`src/common/tds_pkg.sv`:
```
// package for the trap data transfer sequencer: widths and the period states
// assumes one master clock pulse input marks each period boundary
package tds_pkg;
   localparam int TDS_WORD_W = 18;

   // idle stands for period 1; the others are the clock periods of a trap
   typedef enum logic [2:0] {
      TDS_IDLE,
      TDS_P2,
      TDS_P3,
      TDS_P4,
      TDS_P5,
      TDS_P6,
      TDS_P7,
      TDS_P8
   } tds_period_t;

   typedef struct packed {
      tds_period_t period;
      logic        inhibit_clock;
      logic        acknowledge;
      logic        acknowledge_control;
      logic        timing_one;
      logic        timing_two;
      logic        write_latch;
      logic        dir_in;
   } tds_state_t;

   localparam tds_state_t TDS_RESET_STATE = '{
      period              : TDS_IDLE,
      inhibit_clock       : 1'b0,
      acknowledge         : 1'b0,
      acknowledge_control : 1'b0,
      timing_one          : 1'b0,
      timing_two          : 1'b0,
      write_latch         : 1'b0,
      dir_in              : 1'b0
   };
endpackage

```
`src/verilog/tds_sequencer.sv`:
```
// trap data transfer sequencer: eight-period trap-out and trap-in transfers
// assumes master_clock_pulse_i is a one-cycle pulse at the trailing edge of the
// master clock; every other input is synchronous to sys_clk_i
`timescale 1ns/1ps

// Operation
// - accept a trap in period 1 with phase clock, execute phase, request, no inhibit
// - inhibit clock sets starting period 2, holds for trap, selects arithmetic bus
// - acknowledge follows inhibit clock until end of period 7; interrupt clock mirrors it
// - acknowledge control and timing one set at the edge starting period 3
// - timing one without timing two gives address in, clear, receive, L load
// - period 4 function ready with master clock gives clear W and memory start
// - each memory cycle takes four periods; trap-out word reaches W early
// - trap-out period 5: timing two drives clear, data out and bus drive
// - timing one sets again starting period 6, enabling phase clock for period 7
// - trap-out period 7 data ready, shortened so function ready falls first
// - trap-out period 8 edge clears acknowledge and timing; inhibit clears after 8
// - trap-in repeats trap-out to period 3 and still starts a period 4 cycle
// - trap-in period 5: data in, bus receive, half cycle, write and load W enable
// - trap-in edge starting period 6 sets the write latch for periods 6 and 7
// - trap-in period 7 data ready loads W and starts the storing half cycle
// - trap-in period 8 edge clears acknowledge, timing and write latch
// - W bar bits inverted, gated with data out enable, ORed onto A bus
// - a sequence completes at the end of its eighth period
// - with full cycle false memory needs two starts, deferring the trap-in write
// - address code zero during a halt inhibits trap requests
// - detect at the first master clock with phase clock, execute phase and request
// - trap request is trap output request or trap input request
module tds_sequencer
   import tds_pkg::*;
#(
   parameter int WORD_W = TDS_WORD_W
)
(
   input  wire logic              sys_clk_i,              // system clock, 125 MHz
   input  wire logic              reset_i,                // synchronous reset, high
   input  wire logic              halt_reset_i,           // reset on halt
   input  wire logic              system_reset_i,         // front panel system reset
   input  wire logic              halt_i,                 // processor halted
   input  wire logic              master_clock_pulse_i,   // master clock trailing edge
   input  wire logic              phase_clock_i,          // processor phase clock
   input  wire logic              execute_phase_i,        // execute phase
   input  wire logic              address_code_zero_i,    // address code digit zero
   input  wire logic              other_inhibit_i,        // any other trap inhibit
   input  wire logic              trap_output_request_i,  // trap-out request, I/O bus
   input  wire logic              trap_input_request_i,   // trap-in request, I/O bus
   input  wire logic [WORD_W-1:0] w_reg_bar_i,            // W register bar outputs
   output logic                   inhibit_clock_o,        // inhibit clock flip-flop
   output logic                   arith_bus_select_o,     // selects arithmetic bus
   output logic                   clock_suppress_o,       // blocks clocks one, two, phase
   output logic                   acknowledge_o,          // acknowledge flip-flop
   output logic                   interrupt_clock_o,      // external interrupt clock
   output logic                   acknowledge_control_o,  // acknowledge control
   output logic                   timing_one_o,           // timing one flip-flop
   output logic                   timing_two_o,           // timing two flip-flop
   output logic                   phase_clock_gate_o,     // phase clock gate
   output logic                   address_in_o,           // trap address input
   output logic                   arith_clear_receive_o,  // clear arithmetic unit
   output logic                   bus_receive_gate_o,     // E bus onto C bus
   output logic                   load_l_register_o,      // load L register
   output logic                   function_ready_o,       // function ready to controller
   output logic                   clear_w_o,              // clear W pulse
   output logic                   start_memory_clock_o,   // memory start pulse
   output logic                   data_out_enable_o,      // W onto A bus
   output logic                   bus_drive_o,            // E bus drive
   output logic                   bus_drive_gate_o,       // C bus onto I/O bus
   output logic                   data_ready_o,           // data ready strobe
   output logic                   data_in_enable_o,       // trap data in
   output logic                   bus_receive_o,          // E bus receive
   output logic                   full_cycle_o,           // low means half cycle
   output logic                   write_latch_o,          // memory write latch
   output logic                   load_w_o,               // load W from C bus
   output logic [WORD_W-1:0]      a_bus_o                 // A bus contribution
);

   tds_state_t st_reg;
   tds_state_t st_next;
   logic       trap_request;
   logic       trap_inhibit;
   logic       clear_all;

   assign trap_request = trap_output_request_i | trap_input_request_i;
   // a halt with address code zero stops traps; an active sequence blocks new ones
   assign trap_inhibit = (halt_i & address_code_zero_i) | other_inhibit_i
                       | st_reg.inhibit_clock;
   assign clear_all    = reset_i | halt_reset_i | system_reset_i;

   always_comb
   begin
      st_next = st_reg;
      if (master_clock_pulse_i)
      begin
         case (st_reg.period)
            TDS_IDLE:
            begin
               if (phase_clock_i && execute_phase_i && trap_request
                   && !trap_inhibit)
               begin
                  st_next.period        = TDS_P2;
                  st_next.inhibit_clock = 1'b1;
                  st_next.acknowledge   = 1'b1;
                  st_next.dir_in        = trap_input_request_i & ~trap_output_request_i;
               end
            end
            TDS_P2:
            begin
               st_next.period              = TDS_P3;
               st_next.acknowledge_control = 1'b1;
               st_next.timing_one          = 1'b1;
            end
            TDS_P3:
               st_next.period = TDS_P4;
            TDS_P4:
            begin
               st_next.period     = TDS_P5;
               st_next.timing_one = 1'b0;
               st_next.timing_two = 1'b1;
            end
            TDS_P5:
            begin
               st_next.period      = TDS_P6;
               st_next.timing_one  = 1'b1;
               st_next.write_latch = st_reg.dir_in;
            end
            TDS_P6:
               st_next.period = TDS_P7;
            TDS_P7:
            begin
               // acknowledge control lets acknowledge drop while inhibit clock holds
               st_next.period              = TDS_P8;
               st_next.acknowledge         = ~st_reg.acknowledge_control;
               st_next.acknowledge_control = 1'b0;
               st_next.timing_one          = 1'b0;
               st_next.timing_two          = 1'b0;
               st_next.write_latch         = 1'b0;
            end
            TDS_P8:
               st_next = TDS_RESET_STATE;
            default:
               st_next = TDS_RESET_STATE;
         endcase
      end
   end

   always_ff @(posedge sys_clk_i)
   begin
      if (clear_all)
         st_reg <= TDS_RESET_STATE;
      else
         st_reg <= st_next;
   end

   logic in_p4;
   logic in_p7;
   logic out_t2;
   logic in_t2;

   assign in_p4  = (st_reg.period == TDS_P4);
   assign in_p7  = (st_reg.period == TDS_P7);
   assign out_t2 = st_reg.timing_two & ~st_reg.dir_in;
   assign in_t2  = st_reg.timing_two & st_reg.dir_in;

   assign inhibit_clock_o       = st_reg.inhibit_clock;
   assign arith_bus_select_o    = st_reg.inhibit_clock;
   assign clock_suppress_o      = st_reg.inhibit_clock;
   assign acknowledge_o         = st_reg.acknowledge;
   assign interrupt_clock_o     = st_reg.acknowledge;
   assign acknowledge_control_o = st_reg.acknowledge_control;
   assign timing_one_o          = st_reg.timing_one;
   assign timing_two_o          = st_reg.timing_two;
   assign phase_clock_gate_o    = st_reg.timing_one;
   assign address_in_o          = st_reg.timing_one & ~st_reg.timing_two;
   assign arith_clear_receive_o = address_in_o | st_reg.timing_two;
   assign bus_receive_gate_o    = address_in_o | in_t2;
   assign load_l_register_o     = address_in_o;
   // function ready only in period 4, where the gate lets phase clock through
   assign function_ready_o      = address_in_o & in_p4;
   assign clear_w_o             = function_ready_o & master_clock_pulse_i;
   // trap-in period 7 start is the second of the two half-cycle starts
   assign start_memory_clock_o  = clear_w_o
                                | (load_w_o);
   assign data_out_enable_o     = out_t2;
   assign bus_drive_o           = out_t2;
   assign bus_drive_gate_o      = out_t2;
   // trap-out strobe is cut short before the period ends so that function ready
   // and the data hold time are never violated at the controller
   assign data_ready_o          = st_reg.timing_two & st_reg.timing_one & in_p7
                                & (st_reg.dir_in | ~master_clock_pulse_i);
   assign data_in_enable_o      = in_t2;
   assign bus_receive_o         = in_t2;
   assign full_cycle_o          = ~in_t2;
   assign write_latch_o         = st_reg.write_latch;
   assign load_w_o              = data_ready_o & master_clock_pulse_i & in_t2;
   assign a_bus_o               = ~w_reg_bar_i & {WORD_W{data_out_enable_o}};

   // checks; the sequence advances only on master clock pulses
   logic [3:0] pulse_cnt;
   always_ff @(posedge sys_clk_i)
   begin
      if (clear_all || !st_reg.inhibit_clock)
         pulse_cnt <= 4'h0;
      else if (master_clock_pulse_i)
         pulse_cnt <= pulse_cnt + 4'h1;
   end

   trap_accept_a: assert property (@(posedge sys_clk_i) disable iff (clear_all)
      (st_reg.period == TDS_IDLE && master_clock_pulse_i && phase_clock_i && execute_phase_i
       && trap_request && !trap_inhibit) |=> (inhibit_clock_o && acknowledge_o))
      else $error("trap not accepted");
   halt_block_a: assert property (@(posedge sys_clk_i) disable iff (clear_all)
      (!inhibit_clock_o && halt_i && address_code_zero_i) |=> !inhibit_clock_o)
      else $error("trap taken during halt");
   ack_clock_a: assert property (@(posedge sys_clk_i) disable iff (clear_all)
      interrupt_clock_o == acknowledge_o && (acknowledge_o -> inhibit_clock_o))
      else $error("interrupt clock not following acknowledge");
   // a reset in mid-trap also drops inhibit clock, so only a natural end is timed
   seq_length_a: assert property (@(posedge sys_clk_i) disable iff (clear_all)
      ($fell(inhibit_clock_o) && !$past(clear_all)) |-> pulse_cnt == 4'h7)
      else $error("sequence not eight periods");
   inhibit_hold_a: assert property (@(posedge sys_clk_i) disable iff (clear_all)
      inhibit_clock_o |-> arith_bus_select_o && clock_suppress_o)
      else $error("bus select or clock suppress missing");
   ack_drop_a: assert property (@(posedge sys_clk_i) disable iff (clear_all)
      ($fell(acknowledge_o) && !$past(clear_all)) |-> st_reg.period == TDS_P8)
      else $error("acknowledge dropped outside period 8");
   ctrl_set_a: assert property (@(posedge sys_clk_i) disable iff (clear_all)
      $rose(acknowledge_control_o) |-> st_reg.period == TDS_P3 && timing_one_o)
      else $error("acknowledge control set out of step");
   fready_out_a: assert property (@(posedge sys_clk_i) disable iff (clear_all)
      function_ready_o |-> in_p4 && address_in_o)
      else $error("function ready outside period 4");
   mem_cycle_a: assert property (@(posedge sys_clk_i) disable iff (clear_all)
      clear_w_o |=> st_reg.period == TDS_P5)
      else $error("memory start not at end of period 4");
   in_start_a: assert property (@(posedge sys_clk_i) disable iff (clear_all)
      (clear_w_o && st_reg.dir_in) |-> start_memory_clock_o)
      else $error("trap-in period 4 memory start missing");
   out_gate_a: assert property (@(posedge sys_clk_i) disable iff (clear_all)
      (timing_two_o && !st_reg.dir_in) |-> data_out_enable_o && bus_drive_o
      && bus_drive_gate_o && arith_clear_receive_o)
      else $error("trap-out drive signals missing");
   phase_gate_a: assert property (@(posedge sys_clk_i) disable iff (clear_all)
      ($rose(timing_one_o) && timing_two_o) |-> st_reg.period == TDS_P6 && phase_clock_gate_o)
      else $error("timing one set again out of step");
   out_end_a: assert property (@(posedge sys_clk_i) disable iff (clear_all)
      st_reg.period == TDS_P8 |-> !timing_one_o && !timing_two_o && !interrupt_clock_o
      && !bus_drive_o)
      else $error("period 8 drive not dropped");
   in_gate_a: assert property (@(posedge sys_clk_i) disable iff (clear_all)
      (timing_two_o && st_reg.dir_in) |-> data_in_enable_o && bus_receive_o
      && !full_cycle_o && bus_receive_gate_o)
      else $error("trap-in receive signals missing");
   in_store_a: assert property (@(posedge sys_clk_i) disable iff (clear_all)
      load_w_o |-> start_memory_clock_o && write_latch_o && in_p7)
      else $error("store half cycle not started");
   in_end_a: assert property (@(posedge sys_clk_i) disable iff (clear_all)
      st_reg.period == TDS_P8 |-> !write_latch_o && !acknowledge_o)
      else $error("write latch held into period 8");
   two_starts_a: assert property (@(posedge sys_clk_i) disable iff (clear_all)
      load_w_o |-> !full_cycle_o)
      else $error("second start without half cycle");
   req_source_a: assert property (@(posedge sys_clk_i) disable iff (clear_all)
      (st_reg.period == TDS_IDLE && master_clock_pulse_i && !trap_request) |=> !inhibit_clock_o)
      else $error("trap taken without request");
   no_restart_a: assert property (@(posedge sys_clk_i) disable iff (clear_all)
      (inhibit_clock_o && !master_clock_pulse_i) |=> inhibit_clock_o)
      else $error("inhibit clock lost between pulses");
   addr_phase_a: assert property (@(posedge sys_clk_i) disable iff (clear_all)
      load_l_register_o |-> (st_reg.period == TDS_P3 || st_reg.period == TDS_P4))
      else $error("address load outside periods 3 and 4");
   mem_start_a: assert property (@(posedge sys_clk_i) disable iff (clear_all)
      clear_w_o |-> start_memory_clock_o && function_ready_o && in_p4)
      else $error("clear w without memory start");
   drive_window_a: assert property (@(posedge sys_clk_i) disable iff (clear_all)
      bus_drive_o |-> (st_reg.period inside {TDS_P5, TDS_P6, TDS_P7}) && !st_reg.dir_in)
      else $error("bus drive outside periods 5 to 7");
   write_hold_a: assert property (@(posedge sys_clk_i) disable iff (clear_all)
      $rose(write_latch_o) |-> st_reg.period == TDS_P6 ##0 write_latch_o [*1]
      ##1 (write_latch_o || st_reg.period == TDS_P7))
      else $error("write latch lost early");
   abus_gate_a: assert property (@(posedge sys_clk_i) disable iff (clear_all)
      !data_out_enable_o |-> a_bus_o == '0)
      else $error("a bus driven without data out enable");
   strobe_short_a: assert property (@(posedge sys_clk_i) disable iff (clear_all)
      (data_ready_o && !st_reg.dir_in) |-> !master_clock_pulse_i)
      else $error("trap-out data ready not shortened");

   trap_out_c: cover property (@(posedge sys_clk_i) disable iff (clear_all)
      $fell(inhibit_clock_o) && !$past(st_reg.dir_in));
   trap_in_c: cover property (@(posedge sys_clk_i) disable iff (clear_all)
      load_w_o);
   halt_block_c: cover property (@(posedge sys_clk_i) disable iff (clear_all)
      halt_i && address_code_zero_i && trap_request && master_clock_pulse_i);
   other_block_c: cover property (@(posedge sys_clk_i) disable iff (clear_all)
      other_inhibit_i && trap_request && master_clock_pulse_i);
   abort_c: cover property (@(posedge sys_clk_i)
      inhibit_clock_o && (halt_reset_i || system_reset_i));

endmodule

```
`config.mk`:
```
export PLATFORM = sky130hd
export DESIGN_NAME = tds_sequencer
export DESIGN_NICKNAME = d
export VERILOG_FILES = /design/src/common/tds_pkg.sv /design/src/verilog/tds_sequencer.sv
export SDC_FILE = /design/constraint.sdc
export NUM_CORES = 1
export LEC_CHECK = 0
export BUFFER_PORTS_ARGS = -buffer_cell sky130_fd_sc_hd__clkbuf_2
export CAP_MARGIN = 20
export CORE_AREA = 2 2 53 55
export CTS_BUF_LIST = sky130_fd_sc_hd__clkbuf_4 sky130_fd_sc_hd__clkbuf_8
export DETAILED_ROUTE_END_ITERATION = 10
export DIE_AREA = 0 0 55 57
export PLACE_DENSITY_LB_ADDON = 0.08
export SLEW_MARGIN = 10
export SYNTH_ARGS = -nofsm -noshare
export SYNTH_HDL_FRONTEND = slang
export SYNTH_SLANG_ARGS = --single-unit
```
`constraint.sdc`:
```
create_clock -name sys_clk_i -period 1.5 [get_ports sys_clk_i]
set_input_delay 0.075 -clock sys_clk_i [delete_from_list [all_inputs] [get_ports sys_clk_i]]
set_output_delay 0.075 -clock sys_clk_i [all_outputs]
set_load 0.05 [all_outputs]
```
Yosys cells after proc, flatten, opt, wreduce, memory -nomap -nowiden
Cells that the tools add are included.

word-level totals
  bits in registers = 10
  logic and storage cells = 76

cells by class
  equality and inequality tests = 8
  multiplexer cells = 10
  bitwise operators = 29
  reduce and logical (&&, ||, !) cells = 21

operators by type and width
  cell                                            number
  one-hot mux 3 bit (8 select lines)              1
  bitwise AND 18 bit                              1
  NOT 18 bit                                      1
  bitwise AND 1 bit                               12
  == test 3 bit (second input constant)           4
  one-hot mux 1 bit (2 select lines)              6
  AND reduction 2 bit                             5
  nonzero test 2 bit                              5
  bitwise OR 1 bit                                9
  == test 3 x 2 -> 1 bit (second input constant)  2
  NOT 1 bit                                       6
  AND reduction 3 bit                             2
  two-way mux 5 bit                               1
  OR reduction 2 bit                              2
  == test 3 x 1 -> 1 bit (second input constant)  1
  logical AND 1 bit                               3
  logical NOT 3 bit                               1
  one-hot mux 1 bit (3 select lines)              1
  nonzero test 3 bit                              1
  OR reduction 3 bit                              1
  inequality test 2 bit (second input constant)   1
  logical NOT 1 bit                               1
  two-way mux 1 bit                               1

Logic depth before layout (Yosys ltp)
  word-level depth = 7
  depth in mapped cells = 6
  gate-level depth less buffers = 6

Worst setup path after synthesis
OpenSTA, ideal clock, no wires.

  kind = reg2out
  start point = register st_reg, in the netlist phase_clock_gate_o
  end point = output start_memory_clock_o
  data arrival time = 2.883 ns
  data required time = 1.425 ns
  path slack = -1.458 ns
  stages on the path, launching flop included = 5
  path through = dfxtp_1 nor2b_1 and3_1 and2_4 or2_1

between the ends
  elaborated cells between the ends (all ways) = 9

RTL lines
  what                    RTL line              source
  from (decl)             tds_sequencer.sv:76   tds_state_t st_reg;
  from (signal assigned)  tds_sequencer.sv:150  st_reg <= st_next;
  bitwise AND 1 bit       tds_sequencer.sv:172  assign address_in_o = st_reg.timing_one & ~st_reg.timing_two;
  net address_in_o        tds_sequencer.sv:57   output logic address_in_o,
  bitwise AND 1 bit       tds_sequencer.sv:177  assign function_ready_o = address_in_o & in_p4;
  net function_ready_o    tds_sequencer.sv:61   output logic function_ready_o,
  bitwise AND 1 bit       tds_sequencer.sv:178  assign clear_w_o = function_ready_o & master_clock_pulse_i;
  net clear_w_o           tds_sequencer.sv:62   output logic clear_w_o,
  bitwise OR 1 bit        tds_sequencer.sv:181  | (load_w_o);
  to (decl)               tds_sequencer.sv:63   output logic start_memory_clock_o,

The timed path passes the listed nets, and every way through them passes these cells.

Worst setup path in the final report
  start point = register st_reg[7] (netlist bit)
  end point = output start_memory_clock_o

between the ends
  cells in the longest elaborated chain, start to end = 6
  elaborated cells between the ends (all ways) = 9

ends and longest elaborated chain
  what                            RTL line              source
  == test 3 bit                   tds_sequencer.sv:159  assign in_p7 = (st_reg.period == TDS_P7);
  bitwise AND 1 bit               tds_sequencer.sv:187  assign data_ready_o = st_reg.timing_two & st_reg.timing_one & in_p7
  bitwise AND 1 bit               tds_sequencer.sv:188  & (st_reg.dir_in | ~master_clock_pulse_i);
  bitwise AND 1 bit (2 in a row)  tds_sequencer.sv:193  assign load_w_o = data_ready_o & master_clock_pulse_i & in_t2;
  bitwise OR 1 bit (*)            tds_sequencer.sv:181

Every way passes the cells marked *; elsewhere a longest branch is shown, timed or not.

==> results by group <==
Clock network
  – TritonCTS clock tree: done
  – Clock root buffer: clkbuf_4
  – Post-CTS Hold Buffers: 0
  – H-tree Lvls: 1
  – Sink Count: 10
  – Inserted Clock Buffers: 3
  – Clock buffer depth: 2
  – Clk slew on worst S/H paths: 0.07 ns
  – Worst skew pair latency: 0.27 ns

Timing
  – Slew HR: 0.710
  – Final period util: 1.10
  – RSZ-0062 raised after global routing: yes
  – Final setup margin: -0.151 ns
  – Hold Vio Cnt, Final: 0
  – Slew Viols, Final: 0
  – Fin crit period: 1.65 ns
  – Worst slew pin tran: 0.436 ns
  – Final setup vio count: 4
  – Worst Hold Slack: 0.112 ns
  – Fmax: 0.606 GHz
  – Layout Skew: 0.00223 ns

Cells and area
  – # fillers: 230
  – Most frequent cells in the layout: 56 x clkbuf_2, 17 x nor2_1, 9 x clkbuf_4, 9 x buf_2, 9 x buf_4
  – Total Nets Final: 220
  – Most common cell after layout, fill and taps aside: clkbuf_2
  – Inserted Diodes: 0
  – Area Overhead vs Synth: 76.2%
  – Share of layout cells above drive strength 1: 0.708
  – Post-layout util: 0.567
  – Max FFs per register: 4
  – Post-Layout Cell Count: 216

Floorplan
  – Core ar.: 2620 um2
  – I/O pin count: 73
  – Die Ht: 57 um
  – Die Area: 3140 um2
  – Initial core utilization: 0.322
  – Die X-Extent: 55 um
  – Row count: 19

Setup path
  – Reg2Reg Setup Slack: -0.12 ns
  – R2R depth: 7
  – Crit path required time: 1.42 ns
  – CP startpoint kind: register
  – Crit path DAT: 1.58 ns
  – Critical path peak fanout: 3
  – R2R Path Start: st_reg[7]$_SDFFE_PP0P_
  – Setup crit end kind: output pin
  – Critical path class: reg -> out
  – Reg-to-Reg End: st_reg[9]$_SDFFE_PP0P_

Drt
  – Drt pass-1 iters: 4
  – Vias per Instance: 5.00
  – DRT Wirelength: 2550 um
  – Routed Antenna Nets: 0
  – Wire length per cell: 11.8 um
  – Drt drc: 0
  – Via Count: 1079
  – Iter 0 DRT Violations: 11

Logic synthesis
  – Ys Warns: 0
  – Synth async-reset ratio: 0
  – Distinct cells, synth: 38
  – Post-synthesis sequential area ratio: 0.238
  – Post-synth EDFFs: 0
  – Synthesized area per cell: 7.38 um2
  – Post-synthesis cell count: 114
  – Top FF cell, synth: dfxtp_1
  – Seq cells post-synth: 10
  – Netlist Area Pre-Place: 841 um2
  – Mapped Nets: 148

Global route
  – Initial antenna violation count: 0
  – Global Route Usage Sum: 0.169
  – Pin count of the biggest net entering global routing: 20
  – Gr ovfl total: 0
  – Vias in the first global route: 889
  – First-pass GRT wire length: 3930 um

Status
  – Status: complete, but fails checks
  – Failing checks: negative setup slack

Min path
  – Hold path start: trap_output_request_i
  – Type of the worst min-delay path: in -> reg
  – End of the worst hold path: st_reg[0]$_SDFFE_PP0P_
  – Hold depth: 4

Place
  – Port Buf Inserts: 72
  – Global placement routability congestion: 0.773
  – HPWL Detailed: 1980 um
  – Placed cells: 208

Power
  – Maximum vdd drop: 0.457 mV
  – PwrDens: 378 nW/um2
  – Leak: 0.000749 uW
  – Total power: 560 uW

Run
  – Max_cap viols: 0
==> stage by stage <==
stage | worst slack [ns] | instance area (um2) | TNS (ns)
detailed placement | -0.0249 | 1250 | -0.0339
global placement | 0.00353 | 1250 | 0
CTS | -0.162 | 1380 | -0.168
finish | -0.151 | 1480 | -0.375
floorplan | -0.257 | 925 | -0.454
global route | -0.210 | 1480 | -0.690
==> Yosys cell counts (2+ instances only) <==
| cell type | n | area (um2) |
|---|---|---|
| buf_2 | 7 | 35.0 |
| a2bb2oi_1 | 2 | 17.5 |
| and3_1 | 3 | 18.8 |
| mux2_2 | 2 | 22.5 |
| nor2_1 | 24 | 90.1 |
| nand2b_1 | 2 | 12.5 |
| dfxtp_1 | 10 | 200 |
| ha_1 | 4 | 50.1 |
| o21ai_0 | 3 | 15.0 |
| or2_2 | 2 | 12.5 |
| nor2b_1 | 2 | 12.5 |
| nand3_1 | 2 | 10.0 |
| buf_4 | 8 | 60.1 |
| nand2_1 | 4 | 15.0 |
| a211oi_1 | 2 | 15.0 |
| a32oi_1 | 2 | 17.5 |
| a21oi_1 | 9 | 45.0 |
| inv_1 | 6 | 22.5 |
==> worst max-delay path, stage by stage, from the launching register on <==
cell	delay (ns)
dfxtp_4	0.38
inv_4	0.04
ha_4	0.15
and3_4	0.17
and3_4	0.17
or2_4	0.23
clkbuf_16	0.17
==> metal layers <==
layer / vias to the layer above / part of all wire / GRT usage
met5: - / 0 / 0
met4: 0 / 0.018 / 0.0732
met3: 4 / 0.11 / 0.0366
met2: 65 / 0.50 / 0.293
met1: 482 / 0.37 / 0.193
li1: 528 / - / -
==> layout make-up <==
class	instances	area, um2	share of cell area
inverter	7	36.3	0.0245
clock buffer	4	30.0	0.0203
multi-input combinational	81	667	0.450
sequential	10	216	0.146
timing repair buffer	83	493	0.333
tap	31	38.8	0.0262
==> worst max path at each step <==
stage	end	from	slack, ns
after global routing	start_memory_clock_o	st_reg[7]$_SDFFE_PP0P_	-0.21
final	start_memory_clock_o	st_reg[7]$_SDFFE_PP0P_	-0.15
after detailed placement	st_reg[9]$_SDFFE_PP0P_	st_reg[7]$_SDFFE_PP0P_	-0.02
after global placement	st_reg[9]$_SDFFE_PP0P_	st_reg[7]$_SDFFE_PP0P_	0.004
after floorplan	start_memory_clock_o	phase_clock_gate_o$_SDFFE_PP0P_	-0.26
after CTS	start_memory_clock_o	st_reg[7]$_SDFFE_PP0P_	-0.16
==> logic make-up after synthesis <==
group,share of synthesized area
mux,0.0268
compound gates,0.229
simple gates,0.289
fa+ha+maj,0.0595
flops,0.238
buf+inv,0.158
==> where the power goes <==
part / internal (uW) / switching, uW / total (uW)
Combinational: 41.3 / 39.9 / 81.3
Sequential: 260 / 0.601 / 261
Clock: 121 / 97.0 / 218
==> timing repair <==
| action | in CTS | in global routing |
|---|---|---|
| cloned | 0 | 0 |
| resized for setup | 20 | 35 |
| pin swaps | 1 | 5 |
| setup buffers | 2 | 3 |
| endpoints found under the hold margin | 0 | 0 |
| setup endpoints to repair | 12 | 22 |
Power figures use the tool's default switching activity.
